--- src/hdl/rut_pkg.sv ---
package rut_pkg;

    // ----------
    // sizes
    // ----------
    localparam int NUM_TIMERS = 3;
    localparam int CNT_W      = 16;
    localparam int PRE_SEL_W  = 3;
    localparam int PRE_CNT_W  = 7;
    localparam int ALT_W      = 3;

    // ----------
    // values
    // ----------
    localparam logic [CNT_W-1:0]     CNT_START     = 16'h0001;
    localparam logic [CNT_W-1:0]     CNT_STEP      = 16'h0001;
    localparam logic [PRE_CNT_W-1:0] PRE_FULL_MASK = 7'h7f;
    localparam logic [PRE_CNT_W-1:0] PRE_STEP      = 7'h01;
    localparam logic [PRE_SEL_W-1:0] PRE_SEL_MAX   = 3'h7;

    // ----------
    // modes and states
    // ----------
    typedef enum logic [2:0] {
        MODE_ONE_SHOT   = 3'h0,
        MODE_CONTINUOUS = 3'h1,
        MODE_COUNTER    = 3'h2,
        MODE_PWM        = 3'h3,
        MODE_CAPTURE    = 3'h4,
        MODE_GATED      = 3'h5,
        MODE_TRIG_SHOT  = 3'h6
    } rut_mode_t;

    // gray sequence idle -> armed -> counting
    typedef enum logic [1:0] {
        RUN_IDLE  = 2'h0,
        RUN_ARMED = 2'h1,
        RUN_COUNT = 2'h3
    } rut_run_t;

    typedef struct packed {
        rut_run_t          run;
        logic              running;
        logic [CNT_W-1:0]  count;
        logic [CNT_W-1:0]  capture;
        logic              irq;
        logic              out;
        logic              out_n;
    } rut_chan_t;

    typedef struct packed {
        rut_chan_t [NUM_TIMERS-1:0] ch;
    } rut_top_state_t;

    typedef struct packed {
        logic [PRE_CNT_W-1:0] cnt;
    } rut_pre_state_t;

    localparam rut_chan_t CHAN_RESET = '{
        run:     RUN_IDLE,
        running: 1'b0,
        count:   CNT_START,
        capture: '0,
        irq:     1'b0,
        out:     1'b0,
        out_n:   1'b1
    };

endpackage

--- src/hdl/rut_tick_if.sv ---
`timescale 1ns/100ps
`default_nettype none

// ----------
// control and tick between a timer channel and its prescaler
// ----------
interface rut_tick_if;
    import rut_pkg::*;
    logic                 restart;
    logic                 run;
    logic [PRE_SEL_W-1:0] shift;
    logic                 tick;

    modport ctrl (output restart, output run, output shift, input tick);
    modport div  (input restart, input run, input shift, output tick);
endinterface

`default_nettype wire

--- src/hdl/rut_timer_bank.sv ---
// Notes on behaviour
// - three independent timers, each a 16-bit auto-reloading counter
// - prescaler divides by a power of two from 1 to 128
// - counter counts up and starts from 0001h
// - counting runs to the reload value, then returns to 0001h
// - after reload the mode decides between stopping and going on
// - reload 0001h with prescale 1 times out after one clock
// - reload 0000h gives a full 65536-count period
// - counter at FFFFh wraps to 0000h on its next advance
// - reload below count: run through FFFFh, wrap, then match
// - timer 0 alternate inputs, when timer0_alt_enable is set, are ORed into its single input
// - each timer drives a complementary pair of output pins
// - external input counts events, gates the clock or captures
// - single-shot: on match raise interrupt, reload 0001h, disable
// - continuous: on match raise interrupt, reload 0001h, keep going
`timescale 1ns/100ps
`default_nettype none

module rut_timer_bank
    import rut_pkg::*;
(
    // clock and reset
    input  wire logic                                  clk,
    input  wire logic                                  resetn,
    // per-timer enable and mode
    input  wire logic      [NUM_TIMERS-1:0]            timer_start,
    input  wire logic      [NUM_TIMERS-1:0]            timer_stop,
    input  wire rut_mode_t [NUM_TIMERS-1:0]            timer_mode,
    input  wire logic      [NUM_TIMERS-1:0][PRE_SEL_W-1:0] prescale_sel,
    input  wire logic      [NUM_TIMERS-1:0]            polarity,
    // per-timer values
    input  wire logic      [NUM_TIMERS-1:0][CNT_W-1:0] reload_value,
    input  wire logic      [NUM_TIMERS-1:0][CNT_W-1:0] pwm_compare,
    input  wire logic      [NUM_TIMERS-1:0]            count_load,
    input  wire logic      [NUM_TIMERS-1:0][CNT_W-1:0] count_load_value,
    // external timer inputs
    input  wire logic                                  timer0_input_pin,
    input  wire logic                                  timer1_input_pin,
    input  wire logic                                  timer2_input_pin,
    // timer 0 alternate inputs
    input  wire logic                                  timer0_alt_input_a,
    input  wire logic                                  timer0_alt_input_b,
    input  wire logic                                  timer0_alt_input_c,
    input  wire logic                                  timer0_alt_enable,
    // status
    output logic           [NUM_TIMERS-1:0][CNT_W-1:0] count_value,
    output logic           [NUM_TIMERS-1:0][CNT_W-1:0] capture_value,
    output logic           [NUM_TIMERS-1:0]            timer_irq,
    output logic           [NUM_TIMERS-1:0]            timer_running,
    // timer output pins
    output logic           [NUM_TIMERS-1:0]            timer_out,
    output logic           [NUM_TIMERS-1:0]            timer_out_n
);

    // ----------
    // declarations
    // ----------
    rut_top_state_t        st;
    rut_top_state_t        next_st;

    logic [NUM_TIMERS-1:0] pri_level;
    logic [NUM_TIMERS-1:0] pri_rise;
    logic [NUM_TIMERS-1:0] pri_fall;
    logic [ALT_W-1:0]      alt_level;
    logic [ALT_W-1:0]      alt_rise;
    logic [ALT_W-1:0]      alt_fall;
    logic [NUM_TIMERS-1:0] in_level;
    logic [NUM_TIMERS-1:0] in_rise;
    logic [NUM_TIMERS-1:0] in_fall;
    logic [NUM_TIMERS-1:0] in_edge;
    logic [NUM_TIMERS-1:0] gate_open;
    logic [NUM_TIMERS-1:0] tick;
    logic [NUM_TIMERS-1:0] advance;
    logic [NUM_TIMERS-1:0] pre_restart;
    logic [NUM_TIMERS-1:0] pre_run;

    // ----------
    // input synchronisers
    // ----------

    // primary external inputs, one per timer
    rut_edge_sync #(
        .W (NUM_TIMERS)
    ) u_pri_sync (
        .clk    (clk),
        .resetn (resetn),
        .pin    ({timer2_input_pin, timer1_input_pin, timer0_input_pin}),
        .level  (pri_level),
        .rise   (pri_rise),
        .fall   (pri_fall)
    );

    // timer 0 alternate inputs
    rut_edge_sync #(
        .W (ALT_W)
    ) u_alt_sync (
        .clk    (clk),
        .resetn (resetn),
        .pin    ({timer0_alt_input_c, timer0_alt_input_b,
                  timer0_alt_input_a}),
        .level  (alt_level),
        .rise   (alt_rise),
        .fall   (alt_fall)
    );

    // ----------
    // input selection and advance sources
    // ----------

    // timer 0 merges its alternate inputs into its single input
    always_comb begin
        in_level = pri_level;
        in_rise  = pri_rise;
        in_fall  = pri_fall;
        if (timer0_alt_enable) begin
            in_level[0] = pri_level[0] | (|alt_level);
            in_rise[0]  = pri_rise[0]  | (|alt_rise);
            in_fall[0]  = pri_fall[0]  | (|alt_fall);
        end
    end

    // polarity picks the active edge and the active gate level
    genvar g;
    generate
        for (g = 0; g < NUM_TIMERS; g++) begin : g_chan
            rut_tick_if tk ();

            assign in_edge[g]   = polarity[g] ? in_fall[g]
                                              : in_rise[g];
            assign gate_open[g] = in_level[g] ^ polarity[g];

            // prescaler restarts on enable and on a trigger
            assign pre_restart[g] = timer_start[g]
                | ((st.ch[g].run == RUN_ARMED) & in_edge[g]);
            assign pre_run[g] = (st.ch[g].run == RUN_COUNT)
                & (timer_mode[g] != MODE_COUNTER)
                & ((timer_mode[g] != MODE_GATED) | gate_open[g]);

            assign tk.restart = pre_restart[g];
            assign tk.run     = pre_run[g];
            assign tk.shift   = prescale_sel[g];
            assign tick[g]    = tk.tick;

            rut_prescaler u_pre (
                .clk    (clk),
                .resetn (resetn),
                .tk     (tk)
            );

            // event counting bypasses the prescaler
            assign advance[g] = (timer_mode[g] == MODE_COUNTER)
                ? (in_edge[g] & (st.ch[g].run == RUN_COUNT))
                : tick[g];

            // outputs straight from the state register
            assign count_value[g]   = st.ch[g].count;
            assign capture_value[g] = st.ch[g].capture;
            assign timer_irq[g]     = st.ch[g].irq;
            assign timer_running[g] = st.ch[g].running;
            assign timer_out[g]     = st.ch[g].out;
            assign timer_out_n[g]   = st.ch[g].out_n;
        end
    endgenerate

    // ----------
    // channel state machines
    // ----------

    // one independent counter per timer
    always_comb begin
        next_st = st;
        for (int i = 0; i < NUM_TIMERS; i++) begin
            next_st.ch[i].irq = 1'b0;
            // single-shot outputs fall back to the idle level
            if (timer_mode[i] == MODE_ONE_SHOT
                || timer_mode[i] == MODE_TRIG_SHOT) begin
                next_st.ch[i].out = polarity[i];
            end
            if (timer_stop[i]) begin
                next_st.ch[i].run = RUN_IDLE;
            end else if (timer_start[i]) begin
                next_st.ch[i].out = polarity[i];
                if (timer_mode[i] == MODE_TRIG_SHOT) begin
                    next_st.ch[i].run = RUN_ARMED;
                end else begin
                    next_st.ch[i].run = RUN_COUNT;
                end
            end else begin
                case (st.ch[i].run)
                    RUN_IDLE: begin
                        next_st.ch[i].run = RUN_IDLE;
                    end
                    RUN_ARMED: begin
                        // wait for the trigger edge
                        if (in_edge[i]) begin
                            next_st.ch[i].run = RUN_COUNT;
                        end
                    end
                    RUN_COUNT: begin
                        // capture on an input edge
                        if (timer_mode[i] == MODE_CAPTURE
                            && in_edge[i]) begin
                            next_st.ch[i].capture = st.ch[i].count;
                            next_st.ch[i].irq     = 1'b1;
                        end
                        if (advance[i]) begin
                            if (st.ch[i].count == reload_value[i]) begin
                                next_st.ch[i].count = CNT_START;
                                next_st.ch[i].irq   = 1'b1;
                                case (timer_mode[i])
                                    MODE_ONE_SHOT: begin
                                        next_st.ch[i].run = RUN_IDLE;
                                        next_st.ch[i].out = ~polarity[i];
                                    end
                                    MODE_TRIG_SHOT: begin
                                        next_st.ch[i].run = RUN_ARMED;
                                        next_st.ch[i].out = ~polarity[i];
                                    end
                                    MODE_PWM: begin
                                        next_st.ch[i].out = polarity[i];
                                    end
                                    default: begin
                                        // continuous-type modes go on
                                        next_st.ch[i].out =
                                            ~st.ch[i].out;
                                    end
                                endcase
                            end else begin
                                // plain up-count, FFFFh wraps to 0000h
                                next_st.ch[i].count =
                                    st.ch[i].count + CNT_STEP;
                                if (timer_mode[i] == MODE_PWM
                                    && st.ch[i].count
                                       == pwm_compare[i]) begin
                                    next_st.ch[i].out = ~polarity[i];
                                end
                            end
                        end
                    end
                    default: begin
                        next_st.ch[i].run = RUN_IDLE;
                    end
                endcase
            end
            // software load of the starting count
            if (count_load[i]) begin
                next_st.ch[i].count = count_load_value[i];
            end
            next_st.ch[i].running = (next_st.ch[i].run == RUN_COUNT);
            next_st.ch[i].out_n   = ~next_st.ch[i].out;
        end
    end

    // ----------
    // state register
    // ----------

    // reset puts every counter at its start value
    always_ff @(posedge clk) begin
        if (!resetn) begin
            for (int i = 0; i < NUM_TIMERS; i++) begin
                st.ch[i] <= CHAN_RESET;
            end
        end else begin
            st <= next_st;
        end
    end

endmodule

`default_nettype wire

--- src/hdl/rut_prescaler.sv ---
`timescale 1ns/100ps
`default_nettype none

// ----------
// divide-by-2^shift prescaler, one tick per period
// ----------
module rut_prescaler
    import rut_pkg::*;
(
    // clock and reset
    input  wire logic    clk,
    input  wire logic    resetn,
    // channel side
    rut_tick_if.div      tk
);

    rut_pre_state_t       st;
    rut_pre_state_t       next_st;
    logic [PRE_CNT_W-1:0] limit;

    // terminal count is divisor minus one
    assign limit   = PRE_FULL_MASK >> (PRE_SEL_MAX - tk.shift);
    assign tk.tick = tk.run & (st.cnt == limit);

    // next count: restart or tick clears, run advances, idle holds
    always_comb begin
        next_st = st;
        if (tk.restart) begin
            next_st.cnt = '0;
        end else if (tk.tick) begin
            next_st.cnt = '0;
        end else if (tk.run) begin
            next_st.cnt = st.cnt + PRE_STEP;
        end
    end

    // state register
    always_ff @(posedge clk) begin
        if (!resetn) begin
            st <= '0;
        end else begin
            st <= next_st;
        end
    end

endmodule

`default_nettype wire

--- src/hdl/rut_edge_sync.sv ---
`timescale 1ns/100ps
`default_nettype none

// ----------
// two-flop synchroniser with edge detect, W pins wide
// ----------
module rut_edge_sync #(
    parameter int W = 1
) (
    // clock and reset
    input  wire logic         clk,
    input  wire logic         resetn,
    // asynchronous pins
    input  wire logic [W-1:0] pin,
    // synchronised view
    output logic [W-1:0]      level,
    output logic [W-1:0]      rise,
    output logic [W-1:0]      fall
);

    typedef struct packed {
        logic [W-1:0] meta;
        logic [W-1:0] sync;
        logic [W-1:0] prev;
    } rut_sync_state_t;

    rut_sync_state_t st;
    rut_sync_state_t next_st;

    // only the second stage reads the first
    always_comb begin
        next_st      = st;
        next_st.meta = pin;
        next_st.sync = st.meta;
        next_st.prev = st.sync;
    end

    // state register
    always_ff @(posedge clk) begin
        if (!resetn) begin
            st <= '0;
        end else begin
            st <= next_st;
        end
    end

    // edges from the settled stages
    assign level = st.sync;
    assign rise  = st.sync & ~st.prev;
    assign fall  = ~st.sync & st.prev;

endmodule

`default_nettype wire

--- config.mk ---
export PLATFORM = sky130hd
export DESIGN_NAME = rut_timer_bank
export DESIGN_NICKNAME = d
export VERILOG_FILES = /design/src/hdl/rut_pkg.sv /design/src/hdl/rut_tick_if.sv /design/src/hdl/rut_timer_bank.sv /design/src/hdl/rut_prescaler.sv /design/src/hdl/rut_edge_sync.sv
export SDC_FILE = /design/constraint.sdc
export NUM_CORES = 1
export LEC_CHECK = 0
export ABC_AREA = 1
export BUFFER_PORTS_ARGS = -buffer_cell sky130_fd_sc_hd__clkbuf_2
export CAP_MARGIN = 25
export CORE_MARGIN = 2
export CORE_UTILIZATION = 54
export CTS_CLUSTER_DIAMETER = 100
export DETAILED_ROUTE_END_ITERATION = 8
export PLACE_DENSITY = 0.88
export RECOVER_POWER = 25
export SLEW_MARGIN = 15
export SYNTH_ARGS = -nofsm -noshare
export SYNTH_HDL_FRONTEND = slang
export SYNTH_SLANG_ARGS = --single-unit
--- constraint.sdc ---
create_clock -name clk -period 2.3 [get_ports clk]
set_input_delay 0.345 -clock clk [delete_from_list [all_inputs] [get_ports clk]]
set_output_delay 0.345 -clock clk [all_outputs]
set_load 0.02 [all_outputs]
==> results of run 1 <==
## sequential cells by signal, indices dropped and copies added (netlist names)
signal / flops
capture_value: 48
count_value: 48
g_chan.u_pre.st: 21
st: 6
timer_irq: 3
timer_out: 3
timer_out_n: 3
timer_running: 3
u_alt_sync.level: 3
u_alt_sync.next_st: 3
u_alt_sync.st: 3
u_pri_sync.level: 3
u_pri_sync.next_st: 3
u_pri_sync.st: 3
## through the flow
step | hold slack [ns] | worst slack [ns] | utilization (%)
finish | 0.113 | 0.180 | 63.6
global route | 0.112 | 0.00861 | 63.6
CTS | 0.101 | 0.148 | 63.8
detailed placement | 0.407 | 0.173 | 60.6
global placement | 0.399 | 0.223 | 60.6
floorplan | 0.390 | 0.599 | -
## worst paths after layout
path | slack, ns | cells past startpoint | end
hold / removal | 0.11 | 3 | u_pri_sync.next_st[4]$_SDFF_PN0_
setup reg to reg | 0.18 | 11 | count_value[21]$_SDFFE_PN0P_
setup / recovery | 0.18 | 11 | count_value[21]$_SDFFE_PN0P_
hold reg to reg | 0.42 | 2 | u_pri_sync.level[1]$_SDFF_PN0_
## where the power goes
part	internal [W]	leakage, nW	switching (W)
sequential	0.00272	1.24	0.0000779
clock	0.00178	0.298	0.00115
combinational	0.000395	4.02	0.000603
## cell usage in the layout, fill, tap and decap left out, types with 4 or more instances in the layout
| cell | n |
|---|---|
| or2_2 | 8 |
| o21bai_1 | 4 |
| o21ai_1 | 8 |
| dfxtp_1 | 152 |
| inv_2 | 13 |
| xor2_1 | 52 |
| buf_4 | 40 |
| nand2_4 | 5 |
| nor3_2 | 8 |
| nand3_1 | 120 |
| a21oi_1 | 115 |
| inv_1 | 159 |
| o31ai_1 | 5 |
| nor3b_1 | 6 |
| clkbuf_1 | 51 |
| a31oi_1 | 4 |
| nand2_2 | 9 |
| nor2_1 | 142 |
| clkbuf_2 | 242 |
| nand2_1 | 452 |
| nand4_1 | 30 |
| xnor2_1 | 47 |
| ha_1 | 6 |
| nor3_1 | 24 |
| o21ai_0 | 61 |
| clkbuf_16 | 17 |
## layer usage
metal,track usage [%],routed length [µm],vias to the layer above
li1,-,-,5419
met1,34.7,12000,4991
met2,50.3,14600,555
met3,4.80,2570,91
met5,0,0,-
met4,11.8,996,0
## cell families (layout without fill, tap and decap cells)
family | Yosys count | in the layout | share of synthesized area (%)
and+or+nand+nor | 820 | 820 | 33.8
buffers and inverters | 352 | 540 | 17.4
AOI/OAI and AO/OA | 207 | 207 | 10.5
DFF | 153 | 153 | 29.3
xor gates and xnor gates | 99 | 99 | 8.30
adders and majority gates | 6 | 6 | 0.719
## tightest hold or removal path: stages
cell and delay [ns]:
clkbuf_2 0.08, nand2_1 0.04, inv_1 0.04
## final cells by class
cell class	count	area [µm²]
flip-flops and latches	153	3060
clock inverters	12	163
inverters	175	659
fillers	1677	6860
well taps	260	325
repair buffers	333	1720
clock buffers	20	457
multi-input cells	1132	5580
## repair_timing
action	in CTS	in global routing
endpoints found under the setup margin	0	9
resized for setup	0	4
endpoints found under the hold margin	0	0
hold buffers	0	0
==> flow_metrics.tcl, run 1 <==
set metrics [dict create \
    status "finished, final reports clean" \
    antenna_found_initial 0 \
    routed_wl_um 30200 \
    gp_congestion 0.957 \
    postLayoutCellArea_um2 12000 \
    worstReg2RegStart "count_value[20]$_SDFFE_PN0P_" \
    core_area_um2 18800 \
    die_area_um2 20500 \
    critPathMaxFanout 8 \
    tritoncts "done" \
    ctsHtreeMaxLevel 4 \
    cts_max_path_buffers 2 \
    final_max_slew_viol_count 0 \
    worst_hold_path_type "input pin to register" \
    vdd_ir_drop_max_mv 0.462 \
    setup_viol 0 \
    ys_async_sr_fraction_pct 0 \
    clock_sinks 153 \
    ys_seq_area_share_pct 29.3 \
    synth_area_leaders "dfxtp_1, nand2_1, buf_4" \
    path_delay_family "simple AND/OR/NAND/NOR gates" \
    clk_pin_slew_ns 0.06 \
    synth-edff-count 0 \
    post_cts_buffers 0 \
    ys_ff_latch 153 \
    yosysTopAreaCell "dfxtp_1" \
    via_count 11100 \
    drc 0 \
    syn_to_final_growth_pct 14.6 \
    grt_max_degree 36 \
    power_leakage_nw 5.57 \
    cp_data_required_time_ns 2.61 \
    critPathMaxStageDelay_ns 0.56 \
    synth.most_common_cell "nand2_1" \
    hold_violations 0 \
    start_util_pct 55.5 \
    syn_area_per_cell_um2 6.38 \
    slowest_stage "dfxtp_1" \
    root_buffer "clkbuf_16" \
    die_y_um 143 \
    numCtsBuffers 17 \
    critical_path.endpoint_type "register" \
    stdcell_count 2085 \
    finalNetCount 2001 \
    rows 50 \
    finalCriticalPeriod_ns 2.12 \
    critPathKind "register to register" \
    cp_common_cell "nor2_1" \
    first_global_vias 10200 \
    synth_top_area_share_pct 29.3 \
    yosys_warnings 0 \
    fmax_mhz 472 \
    crit_buf_inv 1 \
    ys_types 46 \
    power_w 0.00672 \
    ant_nets 0 \
    drt_iter0_drc 811 \
    maxCapViolations 0 \
    post_drt_wl_per_cell_um 14.5 \
    grt_pass1_wl_um 47400 \
    portBuffers 290 \
    yosys-top-cells-count "nand2_1, inv_1, dfxtp_1" \
    drive_gt1_share_pct 20.3 \
    rsz0062_at_grt "false" \
    fin_skew_ns 0.0111 \
    insertion_delay_ns 0.42 \
    synthCells 1637 \
    p_per_area_nw_per_um2 562 \
    synth_area_um2 10400 \
    cp-start-kind "register" \
    post-place-cells 2053 \
    arrival_ns 2.43 \
    pin_count 291 \
    place_hpwl_um 23100 \
    diodes 0 \
    dr.pass1.iters 7 \
    postPlaceCellArea_um2 11400 \
    die_w_um 143 \
    crit_chain "xor2_1 -> nor2_1 -> nand2_1 -> nor2_1 -> nand2_1 -> nand2_1 -> inv_2 -> nand2_1 -> nor2_1 -> nor2_1 -> nor2_1" \
    crit_path_start "count_value[20]$_SDFFE_PN0P_" \
    globalRouteTotalUtil_pct 28.7 \
    fin_tns_setup_ns 0 \
    worstHoldStart "timer1_input_pin" \
    synth_ff_type "dfxtp_1" \
    tightest_slew_ns 1.01 \
    period_share_pct 92.2 \
    routed_via_density 5.30 \
    max_slew_margin_pct 32.9 \
    syn_nets 1826 \
    grt_overflow 0 \
]
No activity file was read; power rests on OpenSTA's default activity.
==> inputs of run 2 (changes only) <==
--- a/config.mk
+++ b/config.mk
@@ -5,13 +5,13 @@
 export SDC_FILE = /design/constraint.sdc
 export NUM_CORES = 1
 export LEC_CHECK = 0
-export ABC_AREA = 1
 export BUFFER_PORTS_ARGS = -buffer_cell sky130_fd_sc_hd__clkbuf_2
 export CAP_MARGIN = 25
 export CORE_MARGIN = 2
-export CORE_UTILIZATION = 54
+export CORE_UTILIZATION = 53
 export CTS_CLUSTER_DIAMETER = 100
 export DETAILED_ROUTE_END_ITERATION = 8
+export GPL_ROUTABILITY_DRIVEN = 0
 export PLACE_DENSITY = 0.88
 export RECOVER_POWER = 25
 export SLEW_MARGIN = 15
==> run 2 against run 1 <==
  * Wire length grew 0.88%
  * Sequential share of layout area shrank 0.18 points
  * Maximum frequency shrank 5.6%
  * Count of clock-buffer cells in the layout shrank 2
  * Synthesized cell count shrank 24%
  * Highest routed layer unchanged
==> flow_metrics.tcl, run 2 <==
set metrics [dict create \
    synth_ff_type "dfxtp_1" \
    power_leakage_nw 5.03 \
    syn_area_per_cell_um2 7.92 \
    pin_count 291 \
    insertion_delay_ns 0.43 \
    critPathKind "register to register" \
    place_hpwl_um 23000 \
    ys_seq_area_share_pct 31.0 \
    via_count 10300 \
    clk_pin_slew_ns 0.07 \
    maxCapViolations 0 \
    power_w 0.00669 \
    yosys-top-cells-count "dfxtp_1, nor2_1, buf_4" \
    worstHoldStart "timer0_alt_input_a" \
    drive_gt1_share_pct 31.1 \
    first_global_vias 9873 \
    critPathMaxStageDelay_ns 0.67 \
    grt_max_degree 34 \
    cp_data_required_time_ns 2.65 \
    synth-compound-area-share_pct 15.4 \
    grt_overflow 0 \
    synth.most_common_cell "dfxtp_1" \
    setup_ws_ns 0.0539 \
    r2r_cells 7 \
    final_common_cell "clkbuf_2" \
    rows 49 \
    finalNetCount 1673 \
    slowest_stage "or4b_2" \
    synth_top_family_by_area "simple AND/OR/NAND/NOR gates" \
    drt_iter0_drc 989 \
    cts_max_path_buffers 2 \
    numCtsBuffers 17 \
    start_util_pct 54.5 \
    ctsHtreeMaxLevel 4 \
    ant_nets 0 \
    holdPathEnd "u_alt_sync.next_st[3]$_SDFF_PN0_" \
    max_slew_margin_pct 55.5 \
    core_area_um2 18100 \
    yosys_warnings 0 \
    dr.pass1.iters 8 \
    worst_hold_path_type "input pin to register" \
    fin_util_pct 66.9 \
    ys_types 76 \
    routed_via_density 5.97 \
    portBuffers 290 \
    ys_async_sr_fraction_pct 0 \
    post_drt_wl_per_cell_um 17.6 \
    syn_to_final_growth_pct 22.7 \
    yosys.area_share.simple_pct 23.7 \
    synth_top_area_share_pct 31.0 \
    die_w_um 141 \
    period_share_pct 97.7 \
    hold_buffers 0 \
    critical_path.endpoint_type "register" \
    worstReg2RegStart "u_alt_sync.level[1]$_SDFF_PN0_" \
    synth_area_leaders "dfxtp_1, buf_4, xnor2_1" \
    finalCriticalPeriod_ns 2.25 \
    routed_wl_um 30500 \
    diodes 0 \
    post-place-cells 1690 \
    stdcell_count 1726 \
    die_area_um2 19800 \
    tritoncts "done" \
    p_per_area_nw_per_um2 551 \
    synth_area_um2 9890 \
    rr_endpoint "count_value[8]$_SDFFE_PN0P_" \
    synth-edff-count 0 \
    vdd_ir_drop_max_mv 0.486 \
    die_y_um 141 \
    hold_violations 0 \
    cp-start-kind "register" \
    final_max_slew_viol_count 0 \
    drc 0 \
    root_buffer "clkbuf_16" \
    fmax_mhz 445 \
    grt_pass1_wl_um 48200 \
    synthCells 1249 \
    synthAdderAreaFrac_pct 0.860 \
    place_ws_ns -0.244 \
    syn_nets 1438 \
    globalRouteTotalUtil_pct 30.0 \
    synthMuxAreaShare_pct 5.79 \
    setup_viol 0 \
    fin_skew_ns 0.0130 \
    antenna_found_initial 0 \
    tightest_slew_ns 0.666 \
    ys_ff_latch 153 \
    layout_common_cells "clkbuf_2, dfxtp_1, nor2_1, buf_4, nand2_1" \
    yosys.area_share.xor_xnor_pct 10.6 \
    hold_depth 2 \
    yosysTopAreaCell "dfxtp_1" \
    clock_sinks 153 \
    reg2reg_slack_ns 0.05 \
    fin_tns_setup_ns 0 \
    critPathMaxFanout 4 \
    crit_chain "o31a_1 -> o21a_1 -> o211a_1 -> nor2_4 -> a31oi_4 -> or4b_2 -> a31oi_1" \
    status "finished, final reports clean" \
    arrival_ns 2.60 \
]
## run 2: changes by cell type after synthesis, sizes merged, moves of 26 or more
cell / change
nand2: -374
mux2i: +55
inv: -155
clkbuf: +46
xnor2: +26
a21oi: -69
nand3: -90
## run 2: per-layer routing
metal | up-vias | track usage (%) | wire length [µm]
met5 | - | 0 | 0
met4 | 0 | 14.1 | 1230
met3 | 106 | 5.71 | 2810
met2 | 650 | 50.7 | 14800
met1 | 4788 | 36.9 | 11700
li1 | 4767 | - | -
## run 2: cell families after synthesis
group,Yosys count
adder cells (fa/ha/maj),7
buffers and inverters,218
multiplexers,57
flip-flops,153
AND/OR/NAND/NOR,460
XOR/XNOR,120
AO/OA/AOI/OAI,234
## run 2: cell type report
class | count | area, µm²
clock inverter | 14 | 116
clock buffer | 18 | 439
sequential | 153 | 3090
fill | 1448 | 6000
inverter | 18 | 67.6
tap | 229 | 287
multi-input combinational | 878 | 5760
timing repair buffer | 416 | 2390
## run 2: repair_timing
action                     in CTS  in global routing
resized for setup               6                 42
setup endpoints to repair       8                 25
buffers inserted                1                  3
pin swaps                       2                 12
## run 2: worst max path at each step
stage	from	endpoint	slack, ns	cells past startpoint
2_1_floorplan	polarity[1]	count_value[30]$_SDFFE_PN0P_	0.0007	9
3_3_place_gp	prescale_sel[1]	count_value[15]$_SDFFE_PN0P_	-0.16	9
3_5_place_dp	prescale_sel[1]	count_value[14]$_SDFFE_PN0P_	-0.24	9
4_1_cts	u_alt_sync.level[1]$_SDFF_PN0_	count_value[8]$_SDFFE_PN0P_	0.003	7
5_1_grt	count_value[16]$_SDFFE_PN1P_	count_value[30]$_SDFFE_PN0P_	-0.02	8
6_report	u_alt_sync.level[1]$_SDFF_PN0_	count_value[8]$_SDFFE_PN0P_	0.05	7
## run 2: per-stage QoR
step                instance area (µm²)  hold WS (ns)
floorplan                          9910         0.412
global placement                  11400         0.414
detailed placement                11400         0.421
CTS                               12000         0.108
global route                      12100         0.106
finish                            12100         0.122
## run 2: power by group
| part | switching (W) | internal, W | leakage [nW] |
|---|---|---|---|
| clock network | 0.00123 | 0.00143 | 0.261 |
| logic | 0.000642 | 0.000528 | 3.51 |
| registers | 0.000123 | 0.00274 | 1.25 |
## run 2: critical path, delay by kind of cell, from the launching register on
kind            cells  cell delay, ns
compound gates      5            1.04
simple gates        2            0.81
flops               1            0.33
